### config.mk
export PLATFORM = sky130hd
export DESIGN_NAME = amp_analog_control_regs
export DESIGN_NICKNAME = d
export VERILOG_FILES = /design/src/common/amp_ctrl_pkg.sv /design/src/hw/ctrl_reg8.sv /design/src/hw/amp_analog_control_regs.sv
export VERILOG_INCLUDE_DIRS = /design/src /design/src/common
export SDC_FILE = /design/constraint.sdc
export NUM_CORES = 1
export LEC_CHECK = 0
export BUFFER_PORTS_ARGS = -buffer_cell sky130_fd_sc_hd__buf_4
export CAP_MARGIN = 20
export CELL_PAD_IN_SITES_DETAIL_PLACEMENT = 0
export CELL_PAD_IN_SITES_GLOBAL_PLACEMENT = 1
export CORE_MARGIN = 2
export CORE_UTILIZATION = 38
export DETAILED_ROUTE_END_ITERATION = 8
export GPL_TIMING_DRIVEN = 0
export HOLD_SLACK_MARGIN = 0.1
export PLACE_DENSITY_LB_ADDON = 0.1
export SLEW_MARGIN = 20
export SYNTH_ARGS = -nofsm -noshare
export SYNTH_HDL_FRONTEND = slang
export SYNTH_SLANG_ARGS = --single-unit
export TNS_END_PERCENT = 5
### constraint.sdc
create_clock -name clk -period 2.75 [get_ports clk]
set_input_delay 0.55 -clock clk [delete_from_list [all_inputs] [get_ports clk]]
set_output_delay 0.55 -clock clk [all_outputs]
set_load 0.02 [all_outputs]
### src/common/amp_ctrl_defines.svh
// Purpose: Offsets, field positions and reset values of the analog control bank
// Assumes: 8-bit registers on the serial control bus register port
// Notes:   Included by the design modules and the host model
`ifndef AMP_CTRL_DEFINES_SVH
`define AMP_CTRL_DEFINES_SVH

// ------------------------------------------------------------
// Register offsets
// ------------------------------------------------------------
`define OUT_STAGE_CTRL_ADDR   8'h06
`define ANALOG_CTRL_TWO_ADDR  8'h14

// ------------------------------------------------------------
// Analog control two fields
// ------------------------------------------------------------
`define ACT_RSVD_HI_MSB       7
`define ACT_RSVD_HI_LSB       4
`define ACT_PULLUP_BIT        3
`define ACT_REG_LVL_BIT       2
`define ACT_RSVD_LO_BIT       1
`define ACT_CUR_TRIM_BIT      0
`define ACT_RESET             8'h02
`define ACT_RSVD_HI_VAL       4'h0
`define ACT_RSVD_LO_VAL       1'h1

// ------------------------------------------------------------
// Output stage control fields
// ------------------------------------------------------------
`define OSC_RATE_MSB          6
`define OSC_RATE_LSB          4
`define OSC_GAIN_MSB          3
`define OSC_GAIN_LSB          2
`define OSC_RATE_RESET        3'h5
`define OSC_GAIN_RESET        2'h1
`define OSC_RESET             8'h54

// ------------------------------------------------------------
// Reset values of controls, flag and read data
// ------------------------------------------------------------
`define ACT_PULLUP_RESET      1'b0
`define ACT_REG_LVL_RESET     1'b0
`define ACT_CUR_TRIM_RESET    1'b0
`define ERR_RESET             1'b0
`define RDATA_RESET           8'h00
`define RDATA_UNMAPPED        8'h00

`endif

### src/common/amp_ctrl_pkg.sv
// Purpose: Shared types of the analog control bank
// Assumes: Defines header is on the include path
// Notes:   Holds types only; numbers live in the defines header
package amp_ctrl_pkg;
	typedef logic [7:0] reg_byte_t;
	typedef logic [7:0] reg_addr_t;
endpackage : amp_ctrl_pkg

### src/hw/ctrl_reg8.sv
// Purpose: One 8-bit read-write control register with reset value
// Assumes: Synchronous active-high reset, write strobe on clk
// Notes:   Reads back what was last written, reserved bits included
`timescale 1ns/1ps
`include "amp_ctrl_defines.svh"

module ctrl_reg8 #(
	parameter logic [7:0] RESET_VAL = 8'h00
) (
	input  wire logic                    clk,     // System clock
	input  wire logic                    sys_rst, // Sync reset
	input  wire logic                    wr_en,   // Write strobe
	input  wire amp_ctrl_pkg::reg_byte_t wr_data, // Write data
	output      amp_ctrl_pkg::reg_byte_t value_q  // Stored value
);
	import amp_ctrl_pkg::*;

	// Storage; reserved bits are kept verbatim so reads echo writes
	always_ff @(posedge clk) begin
		if (sys_rst) begin
			value_q <= RESET_VAL;
		end else if (wr_en) begin
			value_q <= wr_data;
		end
	end
endmodule : ctrl_reg8

### src/hw/amp_analog_control_regs.sv
// Purpose: Analog control register bank of a mono class-D amplifier
// Assumes: Serial bus decoder delivers byte writes and reads on clk
// Notes:   Summary of operation is listed below
//          Control outputs follow a taken write by two clock edges
//          Reserved bits are stored as written and flagged, never forced
//
// Summary of operation
// - Bits 7-4 of analog control two are reserved, reset to zero and written as zeros by the host.
// - Bit 3 of analog control two enables the fault pin pull-up when set, disabled at reset.
// - Bit 2 selects the regulator level, normal at reset and reduced for low supply when set.
// - Bit 1 of analog control two is reserved, resets to one and is written as one by the host.
// - Bit 0 when set lowers static analog current, not reduced at reset.
// - Bits 6-4 of output control at 0x06 hold the switching rate, reset to 101.
// - Bits 3-2 of output control hold the analog gain, reset to the middle gain.
`timescale 1ns/1ps
`include "amp_ctrl_defines.svh"

module amp_analog_control_regs (
	input  wire logic                    clk,                 // 40 MHz system clock
	input  wire logic                    sys_rst,             // Sync reset, active high
	input  wire logic                    reg_wr,              // Register write strobe
	input  wire logic                    reg_rd,              // Register read strobe
	input  wire amp_ctrl_pkg::reg_addr_t reg_addr,            // Register offset
	input  wire amp_ctrl_pkg::reg_byte_t reg_wdata,           // Write data
	output      amp_ctrl_pkg::reg_byte_t reg_rdata_q,         // Read data
	output      logic                    rsvd_write_err_q,    // Host broke reserved bit values
	output      logic                    fault_pin_pullup_en, // Fault pin pull-up enable
	output      logic                    regulator_level_sel, // Reduced regulator level
	output      logic                    analog_current_trim, // Reduce analog static current
	output      logic [2:0]              pwm_rate_sel,        // Switching rate field
	output      logic [1:0]              analog_gain_sel      // Analog gain field
);
	import amp_ctrl_pkg::*;

	reg_byte_t act_q;
	reg_byte_t osc_q;
	logic      act_wr;
	logic      osc_wr;

	// ------------------------------------------------------------
	// Address decode
	// ------------------------------------------------------------
	assign act_wr = reg_wr && (reg_addr == `ANALOG_CTRL_TWO_ADDR);
	assign osc_wr = reg_wr && (reg_addr == `OUT_STAGE_CTRL_ADDR);

	// ------------------------------------------------------------
	// Register storage
	// ------------------------------------------------------------
	ctrl_reg8 #(.RESET_VAL(`ACT_RESET)) u_act (
		.clk     (clk),
		.sys_rst (sys_rst),
		.wr_en   (act_wr),
		.wr_data (reg_wdata),
		.value_q (act_q)
	);

	ctrl_reg8 #(.RESET_VAL(`OSC_RESET)) u_osc (
		.clk     (clk),
		.sys_rst (sys_rst),
		.wr_en   (osc_wr),
		.wr_data (reg_wdata),
		.value_q (osc_q)
	);

	// ------------------------------------------------------------
	// Analog controls, registered so every output is a flip-flop
	// ------------------------------------------------------------
	// Fault pin pull-up enable, one cycle behind the stored byte
	always_ff @(posedge clk) begin
		if (sys_rst) begin
			fault_pin_pullup_en <= `ACT_PULLUP_RESET;
		end else begin
			fault_pin_pullup_en <= act_q[`ACT_PULLUP_BIT];
		end
	end

	// Regulator level; the reduced level is only safe on a low output stage supply
	always_ff @(posedge clk) begin
		if (sys_rst) begin
			regulator_level_sel <= `ACT_REG_LVL_RESET;
		end else begin
			regulator_level_sel <= act_q[`ACT_REG_LVL_BIT];
		end
	end

	// Static current trim of the analog domain
	always_ff @(posedge clk) begin
		if (sys_rst) begin
			analog_current_trim <= `ACT_CUR_TRIM_RESET;
		end else begin
			analog_current_trim <= act_q[`ACT_CUR_TRIM_BIT];
		end
	end

	// Switching rate; the extra stage costs a cycle but keeps the pins glitch free
	always_ff @(posedge clk) begin
		if (sys_rst) begin
			pwm_rate_sel <= `OSC_RATE_RESET;
		end else begin
			pwm_rate_sel <= osc_q[`OSC_RATE_MSB:`OSC_RATE_LSB];
		end
	end

	// Analog gain field
	always_ff @(posedge clk) begin
		if (sys_rst) begin
			analog_gain_sel <= `OSC_GAIN_RESET;
		end else begin
			analog_gain_sel <= osc_q[`OSC_GAIN_MSB:`OSC_GAIN_LSB];
		end
	end

	// ------------------------------------------------------------
	// Read port
	// ------------------------------------------------------------
	// Read data; unmapped offsets read zero, a same-cycle write is not seen yet
	always_ff @(posedge clk) begin
		if (sys_rst) begin
			reg_rdata_q <= `RDATA_RESET;
		end else if (reg_rd) begin
			unique case (reg_addr)
				`ANALOG_CTRL_TWO_ADDR: reg_rdata_q <= act_q;
				`OUT_STAGE_CTRL_ADDR:  reg_rdata_q <= osc_q;
				default:               reg_rdata_q <= `RDATA_UNMAPPED;
			endcase
		end
	end

	// ------------------------------------------------------------
	// Reserved value check
	// ------------------------------------------------------------
	// Sticky flag: host wrote reserved bits wrongly; cleared only by reset
	always_ff @(posedge clk) begin
		if (sys_rst) begin
			rsvd_write_err_q <= `ERR_RESET;
		end else if (act_wr && ((reg_wdata[`ACT_RSVD_HI_MSB:`ACT_RSVD_HI_LSB] != `ACT_RSVD_HI_VAL) ||
			(reg_wdata[`ACT_RSVD_LO_BIT] != `ACT_RSVD_LO_VAL))) begin
			rsvd_write_err_q <= 1'b1;
		end
	end

	// ------------------------------------------------------------
	// Assertions: read back and storage
	// ------------------------------------------------------------
	act_readback_a: assert property (@(posedge clk) disable iff (sys_rst)
		act_wr ##1 !reg_wr ##1 (reg_rd && reg_addr == `ANALOG_CTRL_TWO_ADDR && !reg_wr)
		|=> reg_rdata_q == $past(reg_wdata, 3))
		else $error("analog control readback mismatch");
	osc_readback_a: assert property (@(posedge clk) disable iff (sys_rst)
		osc_wr ##1 !reg_wr ##1 (reg_rd && reg_addr == `OUT_STAGE_CTRL_ADDR && !reg_wr)
		|=> reg_rdata_q == $past(reg_wdata, 3))
		else $error("output control readback mismatch");
	unmapped_rd_a: assert property (@(posedge clk) disable iff (sys_rst)
		(reg_rd && reg_addr != `ANALOG_CTRL_TWO_ADDR && reg_addr != `OUT_STAGE_CTRL_ADDR)
		|=> reg_rdata_q == `RDATA_UNMAPPED)
		else $error("unmapped read not zero");
	rdata_hold_a: assert property (@(posedge clk) disable iff (sys_rst)
		!reg_rd |=> $stable(reg_rdata_q))
		else $error("read data changed without a read");
	stray_write_a: assert property (@(posedge clk) disable iff (sys_rst)
		(reg_wr && reg_addr != `ANALOG_CTRL_TWO_ADDR && reg_addr != `OUT_STAGE_CTRL_ADDR)
		|=> $stable(act_q) && $stable(osc_q))
		else $error("unmapped write changed a register");
	act_hold_a: assert property (@(posedge clk) disable iff (sys_rst)
		!act_wr |=> $stable(act_q))
		else $error("analog control changed without a write");
	osc_hold_a: assert property (@(posedge clk) disable iff (sys_rst)
		!osc_wr |=> $stable(osc_q))
		else $error("output control changed without a write");

	// ------------------------------------------------------------
	// Assertions: analog controls
	// ------------------------------------------------------------
	pullup_follow_a: assert property (@(posedge clk) disable iff (sys_rst)
		act_wr |=> ##1 fault_pin_pullup_en == $past(reg_wdata[`ACT_PULLUP_BIT], 2))
		else $error("pull-up enable wrong");
	reg_level_a: assert property (@(posedge clk) disable iff (sys_rst)
		act_wr |=> ##1 regulator_level_sel == $past(reg_wdata[`ACT_REG_LVL_BIT], 2))
		else $error("regulator level wrong");
	cur_trim_a: assert property (@(posedge clk) disable iff (sys_rst)
		act_wr |=> ##1 analog_current_trim == $past(reg_wdata[`ACT_CUR_TRIM_BIT], 2))
		else $error("current trim wrong");
	rate_field_a: assert property (@(posedge clk) disable iff (sys_rst)
		osc_wr |=> ##1 pwm_rate_sel == $past(reg_wdata[`OSC_RATE_MSB:`OSC_RATE_LSB], 2))
		else $error("switching rate wrong");
	gain_field_a: assert property (@(posedge clk) disable iff (sys_rst)
		osc_wr |=> ##1 analog_gain_sel == $past(reg_wdata[`OSC_GAIN_MSB:`OSC_GAIN_LSB], 2))
		else $error("analog gain wrong");
	rate_reset_a: assert property (@(posedge clk)
		sys_rst |=> pwm_rate_sel == `OSC_RATE_RESET && analog_gain_sel == `OSC_GAIN_RESET)
		else $error("output control reset value wrong");
	level_reset_a: assert property (@(posedge clk)
		sys_rst |=> !regulator_level_sel)
		else $error("regulator level reset value wrong");

	// ------------------------------------------------------------
	// Assertions: reserved bits
	// ------------------------------------------------------------
	act_reset_a: assert property (@(posedge clk)
		sys_rst |=> act_q == `ACT_RESET && !fault_pin_pullup_en && !analog_current_trim)
		else $error("analog control reset value wrong");
	rsvd_err_a: assert property (@(posedge clk) disable iff (sys_rst)
		(act_wr && reg_wdata[`ACT_RSVD_LO_BIT] != `ACT_RSVD_LO_VAL) |=> rsvd_write_err_q)
		else $error("reserved write not flagged");
	rsvd_hi_err_a: assert property (@(posedge clk) disable iff (sys_rst)
		(act_wr && reg_wdata[`ACT_RSVD_HI_MSB:`ACT_RSVD_HI_LSB] != `ACT_RSVD_HI_VAL) |=> rsvd_write_err_q)
		else $error("reserved high bits write not flagged");
	err_sticky_a: assert property (@(posedge clk) disable iff (sys_rst)
		rsvd_write_err_q |=> rsvd_write_err_q)
		else $error("reserved write flag cleared without reset");

	// ------------------------------------------------------------
	// Cover points
	// ------------------------------------------------------------
	act_write_c:    cover property (@(posedge clk) disable iff (sys_rst) act_wr ##2 fault_pin_pullup_en);
	osc_write_c:    cover property (@(posedge clk) disable iff (sys_rst) osc_wr ##2 reg_rd);
	rsvd_err_c:     cover property (@(posedge clk) disable iff (sys_rst) $rose(rsvd_write_err_q));
	act_readback_c: cover property (@(posedge clk) disable iff (sys_rst)
		act_wr ##2 (reg_rd && reg_addr == `ANALOG_CTRL_TWO_ADDR));
	unmapped_rd_c:  cover property (@(posedge clk) disable iff (sys_rst)
		reg_rd && reg_addr != `ANALOG_CTRL_TWO_ADDR && reg_addr != `OUT_STAGE_CTRL_ADDR);
endmodule : amp_analog_control_regs

==> results by group <==
Placed design
  – Final GP Congestion: 0.757
  – Placed Cells incl. Taps: 214
  – Number of port buffers: 36
  – Dpl hpwl: 2240 µm

Synthesis
  – Ys async rst share: 0
  – Mapped Avg Cell Area: 10.3 µm²
  – Yosys warnings: 0
  – Yosys reg bits: 33
  – Post-synth EDFFs: 0
  – Ys flop type: dfxtp_1
  – Post-synthesis sequential area ratio: 0.485
  – Gate count of the mapped netlist: ~130
  – Count of cell types in the netlist: 25
  – Post-synthesis cell area: 0.00136 mm²
  – Mapped Nets: about 150

Routing
  – DR iter-0 viols: 39
  – Drt drc: 0
  – Final wirelength: 3090 µm
  – Drt via density: 5.00
  – Vias post-DR: 1,111
  – Routed Antenna Nets: 0
  – TritonRoute pass-1 iters: 4
  – Per-cell routed wire length: about 14 µm

Critical path
  – Slowest stage delay, CP: 460 ps
  – Critical Path Source Type: input port
  – Reg-to-Reg Start: u_osc.value_q[6]$_SDFFE_PP1P_
  – Arrival time at the worst endpoint: between 1500 and 2000 ps
  – R2R Setup Slk: 1800 ps
  – Buf+Inv Stages, Crit Path: 2
  – Setup CP Type: in -> reg
  – Slowest CP cell: nor4_4
  – Worst Setup End Kind: register
  – Cell count along the critical path: 5
  – CP delay by family, top: simple AND/OR/NAND/NOR gates
  – CP required: 2980 ps
  – R2r endpoint: u_osc.value_q[6]$_SDFFE_PP1P_
  – Critical Path, Cell by Cell: buf_4 > nor4_4 > and3_2 > buf_6 > mux2_4
  – Worst-path fanout max: 8
  – R2R cell count: 3

Timing
  – Worst slew pin tran: 454 ps
  – Final setup vio count: 0
  – Crit path time final: between 1500 and 2000 ps
  – RSZ-0062 raised after global routing: false
  – Final setup skew: 8.31 ps
  – Final slew viol count: 0
  – Fin crit share: 0.589
  – Maximum clock frequency: 0.617 GHz
  – Rel. slew slack: 0.697
  – Final Hold Viols: 0
  – WHS: 472 ps
  – Total negative slack: 0 ps

Floorplanning
  – Initial Util: 0.402
  – Die width: 63.9 µm
  – Die height: approximately 64 µm
  – Num rows: 21
  – Core box area: 0.00339 mm²
  – Full die area: 0.00408 mm²
  – Top-Level Pins: 37

GRT
  – Vias in the first global route: 1,050
  – GRT Overall Usage: 0.169
  – Initial antenna violation count: 0
  – Layer with the highest usage: met2
  – First-pass GRT wire length: 5090 µm
  – Gr ovfl total: 0
  – GR Util met2: 0.268
  – GR Util met1: 0.209
  – Routing usage on met3: 0.0616
  – Largest net degree at the start of global routing: 11

Cells and area
  – Final Non-Filler Cells: 222
  – Final cell utilization of the core: 0.513
  – Most frequent cells in the layout: 36 x buf_4, 33 x dfxtp_1, 25 x nand2b_1, 10 x mux2i_1, 9 x o32ai_1
  – Most common cell after layout, fill and taps aside: buf_4
  – Post-layout net count: 195
  – Number of fill cells: ~330
  – Proportion of layout cells with a drive suffix above 1: 0.318
  – Synth-to-layout area growth: 27.8%
  – Multi-input gate area: 632 µm²
  – ANT cells: 0
  – Register Area: 661 µm²

Clocking
  – Root buf cell: clkbuf_4
  – H-tree depth: 2
  – CTS-repair resized insts: 0
  – CTS max path bufs: 2
  – Clock sink total: 33
  – TritonCTS clock tree: done
  – CTS Buf Count: 5
  – Hold-fix buffers, CTS: 0
  – CTS clk-pin slew, worst paths: 100 ps
  – Setup Buffers After CTS: 0
  – Clock Latency Late Sink: around 330 ps

Min path
  – Hold_sp: u_osc.value_q[5]$_SDFFE_PP0P_
  – Hold depth: 2
  – Hold EP: pwm_rate_sel[1]$_SDFF_PP0_
  – Hold Path Class: reg -> reg

Power and ir drop
  – Leakage power: around 0.7 nW
  – VDD IR max: ~280 µV
  – Tot Pwr: 799 µW
  – Pwr per Cell Area: approximately 460 mW/mm²

Run
  – Max cap viols: 0

Status
  – Status: finished clean
through the flow:
| step | worst slack [ps] | instance area [µm²] |
|---|---|---|
| after global placement | 811 | 1690 |
| after floorplan | 1040 | 1360 |
| after CTS | 1150 | 1740 |
| after global routing | 1090 | 1740 |
| final | 1130 | 1740 |
| after detailed placement | 788 | 1690 |
power breakdown:
part	internal (mW)	switching [mW]	total [mW]	leakage (nW)
registers	0.478	0.000239	0.478	0.266
logic	0.0340	0.0333	0.0673	0.394
clock network	0.0973	0.156	0.253	0.0320
total	0.609	0.190	0.799	0.692
state kept, by name, summed over array words and instances, names as in the netlist:
| signal | cells |
|---|---|
| rsvd_write_err_q | 1 |
| analog_current_trim | 1 |
| pwm_rate_sel | 3 |
| analog_gain_sel | 2 |
| reg_rdata_q | 8 |
| regulator_level_sel | 1 |
| u_osc.value_q | 8 |
| u_act.value_q | 8 |
| fault_pin_pullup_en | 1 |
cell type report:
type	count	area share
Sequential cell	33	0.380
Multi-Input combinational cell	85	0.363
Timing Repair Buffer	36	0.155
Tap cell	46	0.0331
Buffer	10	0.0309
Clock buffer	6	0.0237
Inverter	4	0.00863
Clock inverter	2	0.00575
worst max path at each step:
stage	slack (ps)	start	end
finish	1130	reg_addr[5]	u_osc.value_q[0]$_SDFFE_PP0P_
global route	1090	reg_addr[5]	u_osc.value_q[0]$_SDFFE_PP0P_
CTS	1150	reg_addr[5]	u_act.value_q[2]$_SDFFE_PP0P_
detailed placement	790	reg_addr[5]	u_act.value_q[2]$_SDFFE_PP0P_
global placement	810	reg_addr[5]	u_osc.value_q[0]$_SDFFE_PP0P_
floorplan	1040	reg_addr[5]	u_act.value_q[2]$_SDFFE_PP0P_
Yosys cell counts, types with 2 or more instances:
master    number  area share
dfxtp_1       33        0.49
a21oi_1        3       0.011
a22oi_1        8       0.044
mux2_4         2       0.022
clkbuf_1       6       0.017
mux2i_1       10       0.074
o32ai_1        9       0.058
or2_2          3       0.014
a31oi_1        3       0.014
inv_1          4       0.011
buf_6          2       0.017
nor2b_1        8       0.037
nand2b_1      25        0.11
nor2_1         5       0.014
logic make-up (layout without fill, tap and decap cells):
group           Yosys count  count (layout)  share of synthesized area
buf+inv                  14              58                     0.0505
mux                      13              13                      0.104
flops                    33              33                      0.485
compound gates           24              24                      0.131
simple gates             48              48                      0.230
worst register-to-register path: stages, from the launching register on:
cell,delay [ps]
dfxtp_1,330
or2_2,310
a31oi_1,160
a21oi_1,50
routing by layer:
metal	vias up	share of wire	routed length [µm]
li1	547	-	-
met1	530	0.45	1390
met2	28	0.47	1470
met3	6	0.059	181
met4	0	0.016	48
met5	-	0	0
No activity file was read; power rests on OpenSTA's default activity.
